### src/logic/dio_defs.svh
// Constants for the 48-line open-drain digital I/O block with event sensing.
// Assumes a 25 MHz system clock and a 32-bit classic Wishbone register bus.
`ifndef DIO_DEFS_SVH
`define DIO_DEFS_SVH
// Register word indices; byte address is four times the index.
`define IDX_PORT6 4'h6
`define IDX_PORT7 4'h7
`define IDX_ICR 4'h8
`define IDX_VHR 4'h9
// Interrupt control register fields.
`define ICR_EN_BIT 0
`define ICR_SOFT_BIT 1
// Bank select field of the port 7 register.
`define BANK_MSB 7
`define BANK_LSB 6
// Unlock sequence written to port 7.
`define UNLOCK_B0 8'h07
`define UNLOCK_B1 8'h0d
`define UNLOCK_B2 8'h06
`define UNLOCK_B3 8'h12
// Debounce times in nanoseconds and the system clock period.
`define CLK_PERIOD_NS 40
`define DB_T0_NS 4000
`define DB_T1_NS 64000
`define DB_T2_NS 1000000
`define DB_T3_NS 8000000
`define NS_TO_CYC(t) (((t) + `CLK_PERIOD_NS - 1) / `CLK_PERIOD_NS)
// Debounce counts in edges of the alternate clock on the top line.
`define DB_EXT0 18'h00020
`define DB_EXT1 18'h00200
`define DB_EXT2 18'h01f40
`define DB_EXT3 18'h0fa00
`endif

### src/logic/dio_pkg.sv
// Types shared by the digital I/O block and its debounce filter.
// Assumes dio_defs.svh is on the include path.
package dio_pkg;
  typedef enum logic [1:0] {
    BANK_IO = 2'h0,
    BANK_EVENT = 2'h1,
    BANK_DEBOUNCE = 2'h2
  } bank_t;
  // Gray codes along the unlock path.
  typedef enum logic [2:0] {
    UL_IDLE = 3'h0,
    UL_GOT1 = 3'h1,
    UL_GOT2 = 3'h3,
    UL_GOT3 = 3'h2,
    UL_DONE = 3'h6,
    UL_FAIL = 3'h7
  } unlock_t;
  typedef struct packed {
    logic ack;
    logic [7:0] vector;
  } intsel_ans_t;
endpackage

### src/logic/line_filter.sv
// Debounce filter for one byte-wide port of input lines.
// Assumes raw_i is already synchronised to clk_i and tick_i is a one-cycle count enable.
module line_filter
  import dio_pkg::*;
(
  // Clock and reset
  input wire logic clk_i,
  input wire logic rst_i,
  // Control
  input wire logic enable_i,
  input wire logic tick_i,
  input wire logic [17:0] limit_i,
  // Data
  input wire logic [7:0] raw_i,
  output logic [7:0] clean_o
);
  logic [17:0] cnt [8];

  always_ff @(posedge clk_i) begin
    for (int i = 0; i < 8; i++) begin
      if (rst_i || !enable_i) begin
        cnt[i] <= 18'h0;
        clean_o[i] <= raw_i[i];
      end else if (raw_i[i] == clean_o[i]) begin
        cnt[i] <= 18'h0;
      end else if (tick_i) begin
        // A change is taken only after it held for the whole limit.
        if (cnt[i] + 18'h1 >= limit_i) begin
          cnt[i] <= 18'h0;
          clean_o[i] <= raw_i[i];
        end else begin
          cnt[i] <= cnt[i] + 18'h1;
        end
      end
    end
  end
endmodule

### src/logic/dio_event_core.sv
// Top of the 48-line open-drain digital I/O block: ports, unlock, banks, events, debounce.
// Assumes a classic Wishbone master, asynchronous field inputs and an external pull-up per line.
//
// Notes on behaviour
// - Reset releases all outputs and returns to standard mode.
// - Any reset clears every port write mask.
// - Reset clears, disables and sets negative polarity on all event channels.
// - Bus reset clears control and vector registers; soft reset keeps them.
// - Writing one to control bit 1 fires a soft reset of the core.
// - Ports 0 to 5 each map eight consecutive lines 0 to 47.
// - Port reads return the inverted pin level, reflecting own outputs.
// - A masked port ignores host writes to its output drivers.
// - Enhanced mode needs exactly 07,0D,06,12 to port 7 right after reset.
// - Enhanced mode offers I/O, event and debounce banks of eight registers.
// - Event polarity is selectable per nibble of four lines.
// - Event sensing works only in enhanced mode with per-channel enables.
// - A channel latches no event until enabled.
// - Enabled debounce requires stable input for the full time before acceptance.
// - Debounce timebase is the system clock or the top line alternate clock.
// - System clock timebase offers 4us, 64us, 1ms or 8ms.
// - Writing zero to an event bit clears its flag and disables it.
// - A channel is re-armed only by writing one after the clearing zero.
// - Control bit 0 gates latched events onto the request line.
// - An interrupt select cycle returns the vector with no wait state.
// - The request is released when flags clear or control bit 0 clears.
// - Enhanced port reads give levels in bank 0, event flags in bank 1.
// - Port 7 bits 7 and 6 select and report the bank; 11 is invalid.
// - Clock select bit 0 picks the top line at zero, system clock at one.
`include "dio_defs.svh"
module dio_event_core
  import dio_pkg::*;
#(
  parameter int DB_CYC_1MS = `NS_TO_CYC(`DB_T2_NS),
  parameter int DB_CYC_8MS = `NS_TO_CYC(`DB_T3_NS)
) (
  // Clock and reset
  input wire logic clk_i,
  input wire logic rst_i,
  // Wishbone slave
  input wire logic cyc_i,
  input wire logic stb_i,
  input wire logic we_i,
  input wire logic [5:2] adr_i,
  input wire logic [3:0] sel_i,
  input wire logic [31:0] dat_i,
  output logic [31:0] dat_o,
  output logic ack_o,
  // Field lines, open drain
  input wire logic [47:0] line_i,
  output logic [47:0] line_o,
  output logic [47:0] line_oe_o,
  // Interrupt request and select cycle
  output logic intreq_n_o,
  input wire logic intsel_i,
  output intsel_ans_t intsel_o
);
  logic soft_rst;
  logic core_rst;
  logic [47:0] sync1;
  logic [47:0] sync2;
  logic alt_clk_prev;
  logic [47:0] level;
  logic [47:0] level_prev;
  logic [47:0] clean;
  logic [47:0] drive;
  logic [5:0] wmask;
  unlock_t unlock;
  logic enhanced;
  bank_t bank;
  logic [11:0] pol;
  logic [47:0] ev_en;
  logic [47:0] ev_flag;
  logic [5:0] db_en;
  logic [11:0] db_dur;
  logic db_sysclk;
  logic ier_en;
  logic [7:0] vhr;
  logic acc;
  logic wr;
  logic [7:0] wdat;
  logic [7:0] next_rdat;
  logic [47:0] edge_hit;
  logic [47:0] ev_set;

  function automatic logic [17:0] db_limit(input logic sysclk, input logic [1:0] code);
    logic [17:0] r;
    r = 18'h0;
    case (code)
      2'h0: r = sysclk ? 18'(`NS_TO_CYC(`DB_T0_NS)) : `DB_EXT0;
      2'h1: r = sysclk ? 18'(`NS_TO_CYC(`DB_T1_NS)) : `DB_EXT1;
      2'h2: r = sysclk ? 18'(DB_CYC_1MS) : `DB_EXT2;
      default: r = sysclk ? 18'(DB_CYC_8MS) : `DB_EXT3;
    endcase
    return r;
  endfunction

  assign core_rst = rst_i || soft_rst;
  assign acc = cyc_i && stb_i && ack_o;
  assign wr = acc && we_i && sel_i[0];
  assign wdat = dat_i[7:0];

  always_ff @(posedge clk_i) begin
    sync1 <= line_i;
    sync2 <= sync1;
    alt_clk_prev <= sync2[47];
  end

  // Only the system clock timebase has a fixed rate; the top line clock is free-running outside.
  for (genvar p = 0; p < 6; p++) begin : g_port
    line_filter u_filter (
      .clk_i(clk_i),
      .rst_i(core_rst),
      .enable_i(enhanced && db_en[p]),
      .tick_i(db_sysclk || (sync2[47] && !alt_clk_prev)),
      .limit_i(db_limit(db_sysclk, db_dur[2*p +: 2])),
      .raw_i(sync2[8*p +: 8]),
      .clean_o(clean[8*p +: 8])
    );
  end

  always_comb begin
    for (int p = 0; p < 6; p++) begin
      level[8*p +: 8] = (enhanced && db_en[p]) ? clean[8*p +: 8] : sync2[8*p +: 8];
    end
  end

  always_comb begin
    for (int i = 0; i < 48; i++) begin
      edge_hit[i] = pol[i/4] ? (level[i] && !level_prev[i]) : (!level[i] && level_prev[i]);
    end
  end
  assign ev_set = edge_hit & ev_en & {48{enhanced}};

  always_ff @(posedge clk_i) begin
    soft_rst <= wr && adr_i == `IDX_ICR && wdat[`ICR_SOFT_BIT];
  end

  always_ff @(posedge clk_i) begin
    if (rst_i) begin
      ier_en <= 1'b0;
      vhr <= 8'h0;
    end else if (wr && adr_i == `IDX_ICR) begin
      ier_en <= wdat[`ICR_EN_BIT];
    end else if (wr && adr_i == `IDX_VHR) begin
      vhr <= wdat;
    end
  end

  always_ff @(posedge clk_i) begin
    if (core_rst) begin
      unlock <= UL_IDLE;
    end else if (acc && unlock != UL_DONE && unlock != UL_FAIL) begin
      // Any other access breaks the sequence until the next reset.
      unlock <= UL_FAIL;
      if (we_i && adr_i == `IDX_PORT7) begin
        case (unlock)
          UL_IDLE: if (wdat == `UNLOCK_B0) unlock <= UL_GOT1;
          UL_GOT1: if (wdat == `UNLOCK_B1) unlock <= UL_GOT2;
          UL_GOT2: if (wdat == `UNLOCK_B2) unlock <= UL_GOT3;
          UL_GOT3: if (wdat == `UNLOCK_B3) unlock <= UL_DONE;
          default: unlock <= UL_FAIL;
        endcase
      end
    end
  end
  assign enhanced = unlock == UL_DONE;

  always_ff @(posedge clk_i) begin
    if (core_rst) begin
      drive <= 48'h0;
    end else if (wr && adr_i < 4'h6 && !wmask[adr_i[4:2]] && (!enhanced || bank == BANK_IO)) begin
      drive[8*adr_i[4:2] +: 8] <= wdat;
    end
  end

  always_ff @(posedge clk_i) begin
    if (core_rst) begin
      wmask <= 6'h0;
      bank <= BANK_IO;
    end else if (wr && adr_i == `IDX_PORT7) begin
      if (!enhanced) begin
        // Writes that belong to the unlock attempt leave the mask alone.
        if (unlock == UL_FAIL || (unlock == UL_IDLE && wdat != `UNLOCK_B0)) begin
          wmask <= wdat[5:0];
        end
      end else begin
        if (wdat[`BANK_MSB:`BANK_LSB] != 2'h3) begin
          bank <= bank_t'(wdat[`BANK_MSB:`BANK_LSB]);
        end
        if (bank == BANK_IO) begin
          wmask <= wdat[5:0];
        end
      end
    end
  end

  always_ff @(posedge clk_i) begin
    if (core_rst) begin
      pol <= 12'h0;
    end else if (wr && enhanced && bank == BANK_EVENT) begin
      if (adr_i == `IDX_PORT6) begin
        pol[7:0] <= wdat;
      end else if (adr_i == `IDX_PORT7) begin
        pol[11:8] <= wdat[3:0];
      end
    end
  end

  always_ff @(posedge clk_i) begin
    if (core_rst) begin
      ev_en <= 48'h0;
      ev_flag <= 48'h0;
    end else begin
      if (wr && enhanced && bank == BANK_EVENT && adr_i < 4'h6) begin
        ev_en[8*adr_i[4:2] +: 8] <= wdat;
        // A new edge in the clearing cycle is kept.
        ev_flag <= (ev_flag & ~({40'h0, ~wdat} << (8*adr_i[4:2]))) | ev_set;
      end else begin
        ev_flag <= ev_flag | ev_set;
      end
    end
  end

  always_ff @(posedge clk_i) begin
    if (core_rst) begin
      db_en <= 6'h0;
      db_dur <= 12'h0;
      db_sysclk <= 1'b0;
    end else if (wr && enhanced && bank == BANK_DEBOUNCE) begin
      case (adr_i)
        4'h0: db_en <= wdat[5:0];
        4'h1: db_dur[7:0] <= wdat;
        4'h2: db_dur[11:8] <= wdat[3:0];
        4'h3: db_sysclk <= wdat[0];
        default: ;
      endcase
    end
  end

  always_comb begin
    next_rdat = 8'h0;
    if (adr_i < 4'h6) begin
      if (enhanced && bank == BANK_EVENT) begin
        next_rdat = ev_flag[8*adr_i[4:2] +: 8];
      end else if (!enhanced || bank == BANK_IO) begin
        // Open drain: a line pulled low, by us or outside, reads as one.
        next_rdat = ~level[8*adr_i[4:2] +: 8];
      end else if (adr_i == 4'h0) begin
        next_rdat = {2'h0, db_en};
      end else if (adr_i == 4'h3) begin
        next_rdat = {7'h0, db_sysclk};
      end
    end else if (adr_i == `IDX_PORT7) begin
      next_rdat = enhanced ? {bank, (bank == BANK_IO) ? wmask : 6'h0} : {2'h0, wmask};
    end else if (adr_i == `IDX_ICR) begin
      next_rdat = {6'h3f, 1'b0, ier_en};
    end else if (adr_i == `IDX_VHR) begin
      next_rdat = vhr;
    end
  end

  always_ff @(posedge clk_i) begin
    if (rst_i) begin
      ack_o <= 1'b0;
      dat_o <= 32'h0;
    end else begin
      ack_o <= cyc_i && stb_i && !ack_o;
      dat_o <= {24'h0, next_rdat};
    end
  end

  always_ff @(posedge clk_i) begin
    if (core_rst) begin
      level_prev <= 48'hffffffffffff;
    end else begin
      level_prev <= level;
    end
  end

  always_ff @(posedge clk_i) begin
    if (rst_i) begin
      intreq_n_o <= 1'b1;
      intsel_o <= '0;
    end else begin
      intreq_n_o <= !(ier_en && |ev_flag);
      intsel_o.ack <= intsel_i && !intsel_o.ack;
      intsel_o.vector <= vhr;
    end
  end

  always_ff @(posedge clk_i) begin
    line_oe_o <= drive;
    line_o <= 48'h0;
  end
endmodule

### config.mk
export PLATFORM = sky130hd
export DESIGN_NAME = dio_event_core
export DESIGN_NICKNAME = d
export VERILOG_FILES = /design/src/logic/dio_pkg.sv /design/src/logic/line_filter.sv /design/src/logic/dio_event_core.sv
export VERILOG_INCLUDE_DIRS = /design/src /design/src/logic
export SDC_FILE = /design/constraint.sdc
export NUM_CORES = 2
export LEC_CHECK = 0
export ABC_CLOCK_PERIOD_IN_PS = 6900
export BUFFER_PORTS_ARGS = -buffer_cell sky130_fd_sc_hd__buf_4
export CORE_AREA = 5 5 337 587
export CTS_CLUSTER_DIAMETER = 30
export DETAILED_ROUTE_END_ITERATION = 8
export DIE_AREA = 0 0 342 592
export PLACE_DENSITY_LB_ADDON = 0.12
export SLEW_MARGIN = 30
export SYNTH_ARGS = -nofsm -noshare
export SYNTH_HDL_FRONTEND = slang
export SYNTH_HIERARCHICAL = 1
export SYNTH_SLANG_ARGS = --single-unit
export TNS_END_PERCENT = 100
### constraint.sdc
create_clock -name clk_i -period 6.9 [get_ports clk_i]
set_input_delay 0.345 -clock clk_i [delete_from_list [all_inputs] [get_ports clk_i]]
set_output_delay 0.345 -clock clk_i [all_outputs]
set_load 0.02 [all_outputs]
After elaboration in Yosys (flattened, before gate mapping)
Memories as Yosys holds them, arrays and structs flattened.
Index checks and enable logic that the tools add are counted.

word-level totals
  bits in registers = 480
  RAM bits = 864
  output and inout port bits = 139
  word-level logic and storage cells = 1895
  memories = 6

cells by class
  add/subtract/negate cells = 49
  $lt $le $gt $ge = 50
  equal/unequal tests = 131
  shifts and indexed selects = 5
  mux-type cells = 1060
  bitwise gates (word level) = 154
  reduce and logical (&&, ||, !) cells = 366

memories
  name                    words  width  read ports  clocked after memory_dff  write ports  RTL line           source
  g_port[0].u_filter.cnt  8      18     8           0                         8            line_filter.sv:17  logic [17:0] cnt [8];
  g_port[1].u_filter.cnt  8      18     8           0                         8            line_filter.sv:17
  g_port[2].u_filter.cnt  8      18     8           0                         8            line_filter.sv:17
  g_port[3].u_filter.cnt  8      18     8           0                         8            line_filter.sv:17
  g_port[4].u_filter.cnt  8      18     8           0                         8            line_filter.sv:17
  g_port[5].u_filter.cnt  8      18     8           0                         8            line_filter.sv:17

operators by type and width
  operator                                                                 count
  18-bit two-way mux                                                       145
  1-bit two-way mux                                                        879
  18-bit by 1-bit adder with 18-bit output, second input constant          48
  18-bit >= comparator                                                     48
  18-bit one-hot mux with 3 select lines                                   6
  3-bit AND reduction                                                      51
  48-bit AND                                                               3
  1-bit OR                                                                 144
  1-bit logical AND                                                        126
  2-bit nonzero test                                                       55
  1-bit zero test                                                          108
  8-bit two-way mux                                                        13
  48-bit bitwise mux                                                       2
  48-bit OR                                                                2
  48-bit by 7-bit indexed part select with 8-bit output                    2
  2-bit by 1-bit inequality test with 1-bit output, second input constant  25
  2-bit inequality test, second input constant                             25
  1-bit equality test                                                      48
  48-bit two-way mux                                                       1
  48-bit NOT                                                               1
  48-bit OR reduction                                                      1
  8-bit by 34-bit variable shift with 48-bit output, first input constant  1
  8-bit by 34-bit indexed part select with 48-bit output                   1
  8-bit by 6-bit left shift with 48-bit output                             1
  other kinds (31)                                                         79

Longest topological paths before layout
  depth in word-level cells = 10
  gate-level depth with buffers = 13

By module
The synthesis kept the hierarchy.

by module, submodules not included
  module                                times used  cells each  area each (um2)  seq. area each (um2)
  line_filter (g_port[0].u_filter ...)  4           1069        11402.2          4564.4
  dio_event_core                        1           1730        15835.2          8167.8
  line_filter (g_port[2].u_filter)      1           1073        11448.5          4564.4
  line_filter (g_port[5].u_filter)      1           1070        11257.0          4564.4

Worst setup path after synthesis
OpenSTA, ideal clock, no wires.

  path kind = register to register
  from = reg sync2[47]
  to = mem g_port[2].u_filter.cnt[2][10], in the netlist g_port[2].u_filter/cnt[0][46], data pin
  library setup time = 135 ps
  data arrival time = 3248 ps
  required time = 6765 ps
  slack = 3517 ps
  cell stages (with the launch flop) = 11
  period minus slack after synthesis = 3383 ps
  cell sequence = dfxtp_1 > inv_1 > o21ai_0 > buf_6 > and3b_1 > buf_6 > nand2_1 > a2111oi_2 > o21ai_2 > buf_6 > nor2b_2

RTL lines
  element                 RTL line               source
  from (decl)             dio_event_core.sv:60   logic [47:0] sync2;
  from (signal assigned)  dio_event_core.sv:104  sync2 <= sync1;
  to (decl)               line_filter.sv:17

==> impl_metrics.ini <==
[sta]
worst_slew_pin_slew_ns = 1.07
finClkSkew_ns = 0.0430
period_needed_ns = 4.13
tns_ns = 0
rsz0062_at_grt = no
slew_headroom = 0.285
finalHoldViolCount = 0
fin_crit_sh = 0.599
max_freq_ghz = 0.242
finalSetupViolCount = 0
maxSlewViolCount = 0

[place]
dp_hpwl_um = 165000
io_buffers = 133
placed_area_mm2 = 0.0878
gp_congestion = 0.913

[grt]
first_global_vias = 64105
grt_overflow = 0
grt_util_all_layers = 0.223
grt_pass1_wl_um = 357000
antenna_found_initial = 10
grt_max_degree = 59

[synth]
synth_cell_type_count = 93
yosys.area_share.simple = 0.225
synth_edf_count = 912
async_flop_share = 0
avgSynthCellArea_um2 = 10.3
synth-seq-area-share = 0.423
yosys.area.top_type_share = 0.325
ys_warn_count = 6
synth_area_mm2 = 0.0841
synth_flop_cell = edfxtp_1
synthTopCellsByCount = 917 x ha_1, 912 x edfxtp_1, 676 x nor2b_1, 587 x nand2_1, 495 x a21oi_1
synth_xor_area_frac = 0.0848
synthCells = 8149
muxShareOfSynthArea = 0.0149
synth_top_family_by_area = simple AND/OR/NAND/NOR gates
synth_compound_area_frac = 0.0871
yosysTopAreaCell = edfxtp_1
synth_adder_area_share = 0.136
synth-seq-cells = 1320
synth.most_common_cell = ha_1
synth.area.top_cells = edfxtp_1 33%, ha_1 14%, dfxtp_1 9.7%

[clocking]
cts.sinks = 1320
cts_buffers = 266
cts_resized = 0
htreeDepth = 5
cts_setup_buffers = 0
clkTransAtPathRegs_ns = 0.06
clockBufferDepth = 4
cts_tree = done
worstSkewPairLatency_ns = 0.81
cts-root-buf = clkbuf_16

[drt]
wire_per_inst_um = 20.6
drc = 0
drt-pass1-iter-count = 6
viasPerCell = 5.56
drt_wl_total_um = 233000
drt_iter0_markers = 3715
detail-route-antenna-nets = 0
vias = 62929

[layout]
final_area_mm2 = 0.0975
nets = 9543
layout-drive-gt1-share = 0.110
area_growth_pct = 15.9

[worst_setup_path]
max_stage_delay_ns = 0.83
path_class = flop to flop
crit_family = compound AO/OA/AOI/OAI gates
cp_max_fo = 18
path_cells = inv_1 > buf_4 > nand2_1 > nor2_1 > or2_2 > inv_1 > ha_1 > nand2_1 > o21ai_0 > o21ai_0 > o211ai_2 > nor2b_1
required_ns = 7.39
critPathLaunchType = flop
end_kind = flop
worstPathArrival_ns = 4.62
slowest_stage = o211ai_2
critPathBufInv = 3

[pwr]
ir_drop_mv = 0.185
p_clk_frac = 0.591
p_int_mw = 17.1
p_seq_frac = 0.388
p_comb_frac = 0.021
p_sw_mw = 4.79
power_density_mw_per_mm2 = 225
leakagePower_nw = 40.1
p_sw_frac = 0.219

[die]
initial_core_util = 0.438
die_width_um = 342
rows = 213
die_y_um = 592
core_area_mm2 = 0.192
top_level_ports = 233
die_area_mm2 = 0.202

[job]
drv_cap = 0

[min_path]
hold_path.class = primary input to flop

[run_status]
status = complete, no violations
[power groups by stage]
stage	clock network, mW	logic, mW	registers, mW
2_1_floorplan	0	0.279	8.62
3_3_place_gp	0	0.414	8.64
3_5_place_dp	0	0.419	8.64
4_1_cts	13.3	0.450	8.49
5_1_grt	13.6	0.503	8.49
6_report	12.9	0.469	8.49
[what timing repair did]
item                                   4_1_cts  5_1_grt
setup endpoints to repair                    0        0
hold buffers                                62        0
endpoints found under the hold margin       86        0
[path summary, 6_finish.rpt]
path / start / endpoint / slack [ns] / cells after the start
max: db_sysclk / g_port[1].u_filter/cnt[0][9] / 2.77 / 12
min: dat_i[2] / drive[18] / 0.07 / 3
max reg2reg: db_sysclk / g_port[1].u_filter/cnt[0][9] / 2.77 / 12
min reg2reg: sync1[40] / sync2[40] / 0.32 / 0
[state kept, by name, summed over array words and instances, names as in the netlist, 2 cells and up]
| signal | count |
|---|---|
| dat_o | 8 |
| db_en | 6 |
| sync2 | 48 |
| pol | 12 |
| g_port.u_filter/clean_o | 48 |
| g_port.u_filter/cnt | 864 |
| line_oe_o | 48 |
| wmask | 6 |
| drive | 48 |
| db_dur | 12 |
| ev_en | 48 |
| bank | 2 |
| vhr | 8 |
| intsel_o | 9 |
| ev_flag | 48 |
| level_prev | 48 |
| unlock | 3 |
| sync1 | 48 |
[logic make-up (layout without fill, tap and decap cells)]
| kind of cell | after synthesis | count (layout) |
|---|---|---|
| AO/OA/AOI/OAI | 1204 | 1204 |
| AND/OR/NAND/NOR | 3239 | 3239 |
| adder cells (fa/ha/maj) | 917 | 917 |
| buffers and inverters | 538 | 998 |
| multiplexers | 115 | 115 |
| other | 1 | 137 |
| flip-flops | 1320 | 1320 |
| XOR/XNOR | 815 | 815 |
[metal layers]
metal | vias to the layer above | global-route usage | part of all wire
met3 | 573 | 0.0297 | 0.046
met2 | 1523 | 0.403 | 0.50
met5 | - | 0 | 0.000030
met1 | 30427 | 0.262 | 0.41
li1 | 30404 | - | -
met4 | 2 | 0.101 | 0.048
[cell type report]
type,instances,area (µm²)
Antenna cell,5,12.5
Clock buffer,330,7450
Clock inverter,146,1580
Fill cell,17488,94600
Inverter,295,1110
Multi-Input combinational cell,6422,46700
Sequential cell,1320,35600
Tap cell,2580,3230
Timing Repair Buffer,227,1860
[metrics by stage]
step / utilization / instances / hold WS, ns / power [mW] / setup slack (ns)
finish: 0.507 / 11325 / 0.0693 / 21.9 / 2.77
global route: 0.507 / 11321 / 0.0498 / 22.6 / 2.56
CTS: 0.507 / 11320 / 0.00589 / 22.2 / 2.82
detailed placement: 0.457 / 10782 / 0.313 / 9.06 / 2.51
global placement: 0.457 / 10781 / 0.313 / 9.06 / 2.55
floorplan: - / 8280 / 0.310 / 8.90 / 3.52
[worst register-to-register path: stages (launching register included)]
cell and delay, ns:
dfxtp_2 0.31, inv_1 0.61, buf_4 0.32, nand2_1 0.13
nor2_1 0.14, or2_2 0.13, inv_1 0.29, ha_1 0.45
nand2_1 0.05, o21ai_0 0.23, o21ai_0 0.20, o211ai_2 0.83
nor2b_1 0.14
[cells in the final DEF (no fill, tap or decap), drive strengths merged, types with 10 or more instances in the layout]
cell         netlist  layout
nand2            590     590
clkinv             1      65
clkinvlp           0      24
edfxtp           912     912
o22ai             14      14
xor2             344     344
ha               917     917
nor2b            755     755
and3             180     180
a221oi            18      18
dlygate4sd3        0      62
or2               15      15
buf              136     165
nor3              85      85
inv              294     330
mux2i             99      99
a31o              48      48
nor4              44      44
conb               1     132
and2b             35      35
xnor2            471     471
o21ai            392     392
o221a             30      30
nor2             349     349
o211ai            48      48
a21o              55      55
dfxtp            408     408
nand3b            43      43
and4             296     296
a21oi            495     495
a31oi             10      10
nand2b           111     111
and2              25      25
bufinv             0      22
nand3            506     506
nand4            170     170
clkbuf           107     330
a211oi            52      52
(Power assumes the default switching activity.)
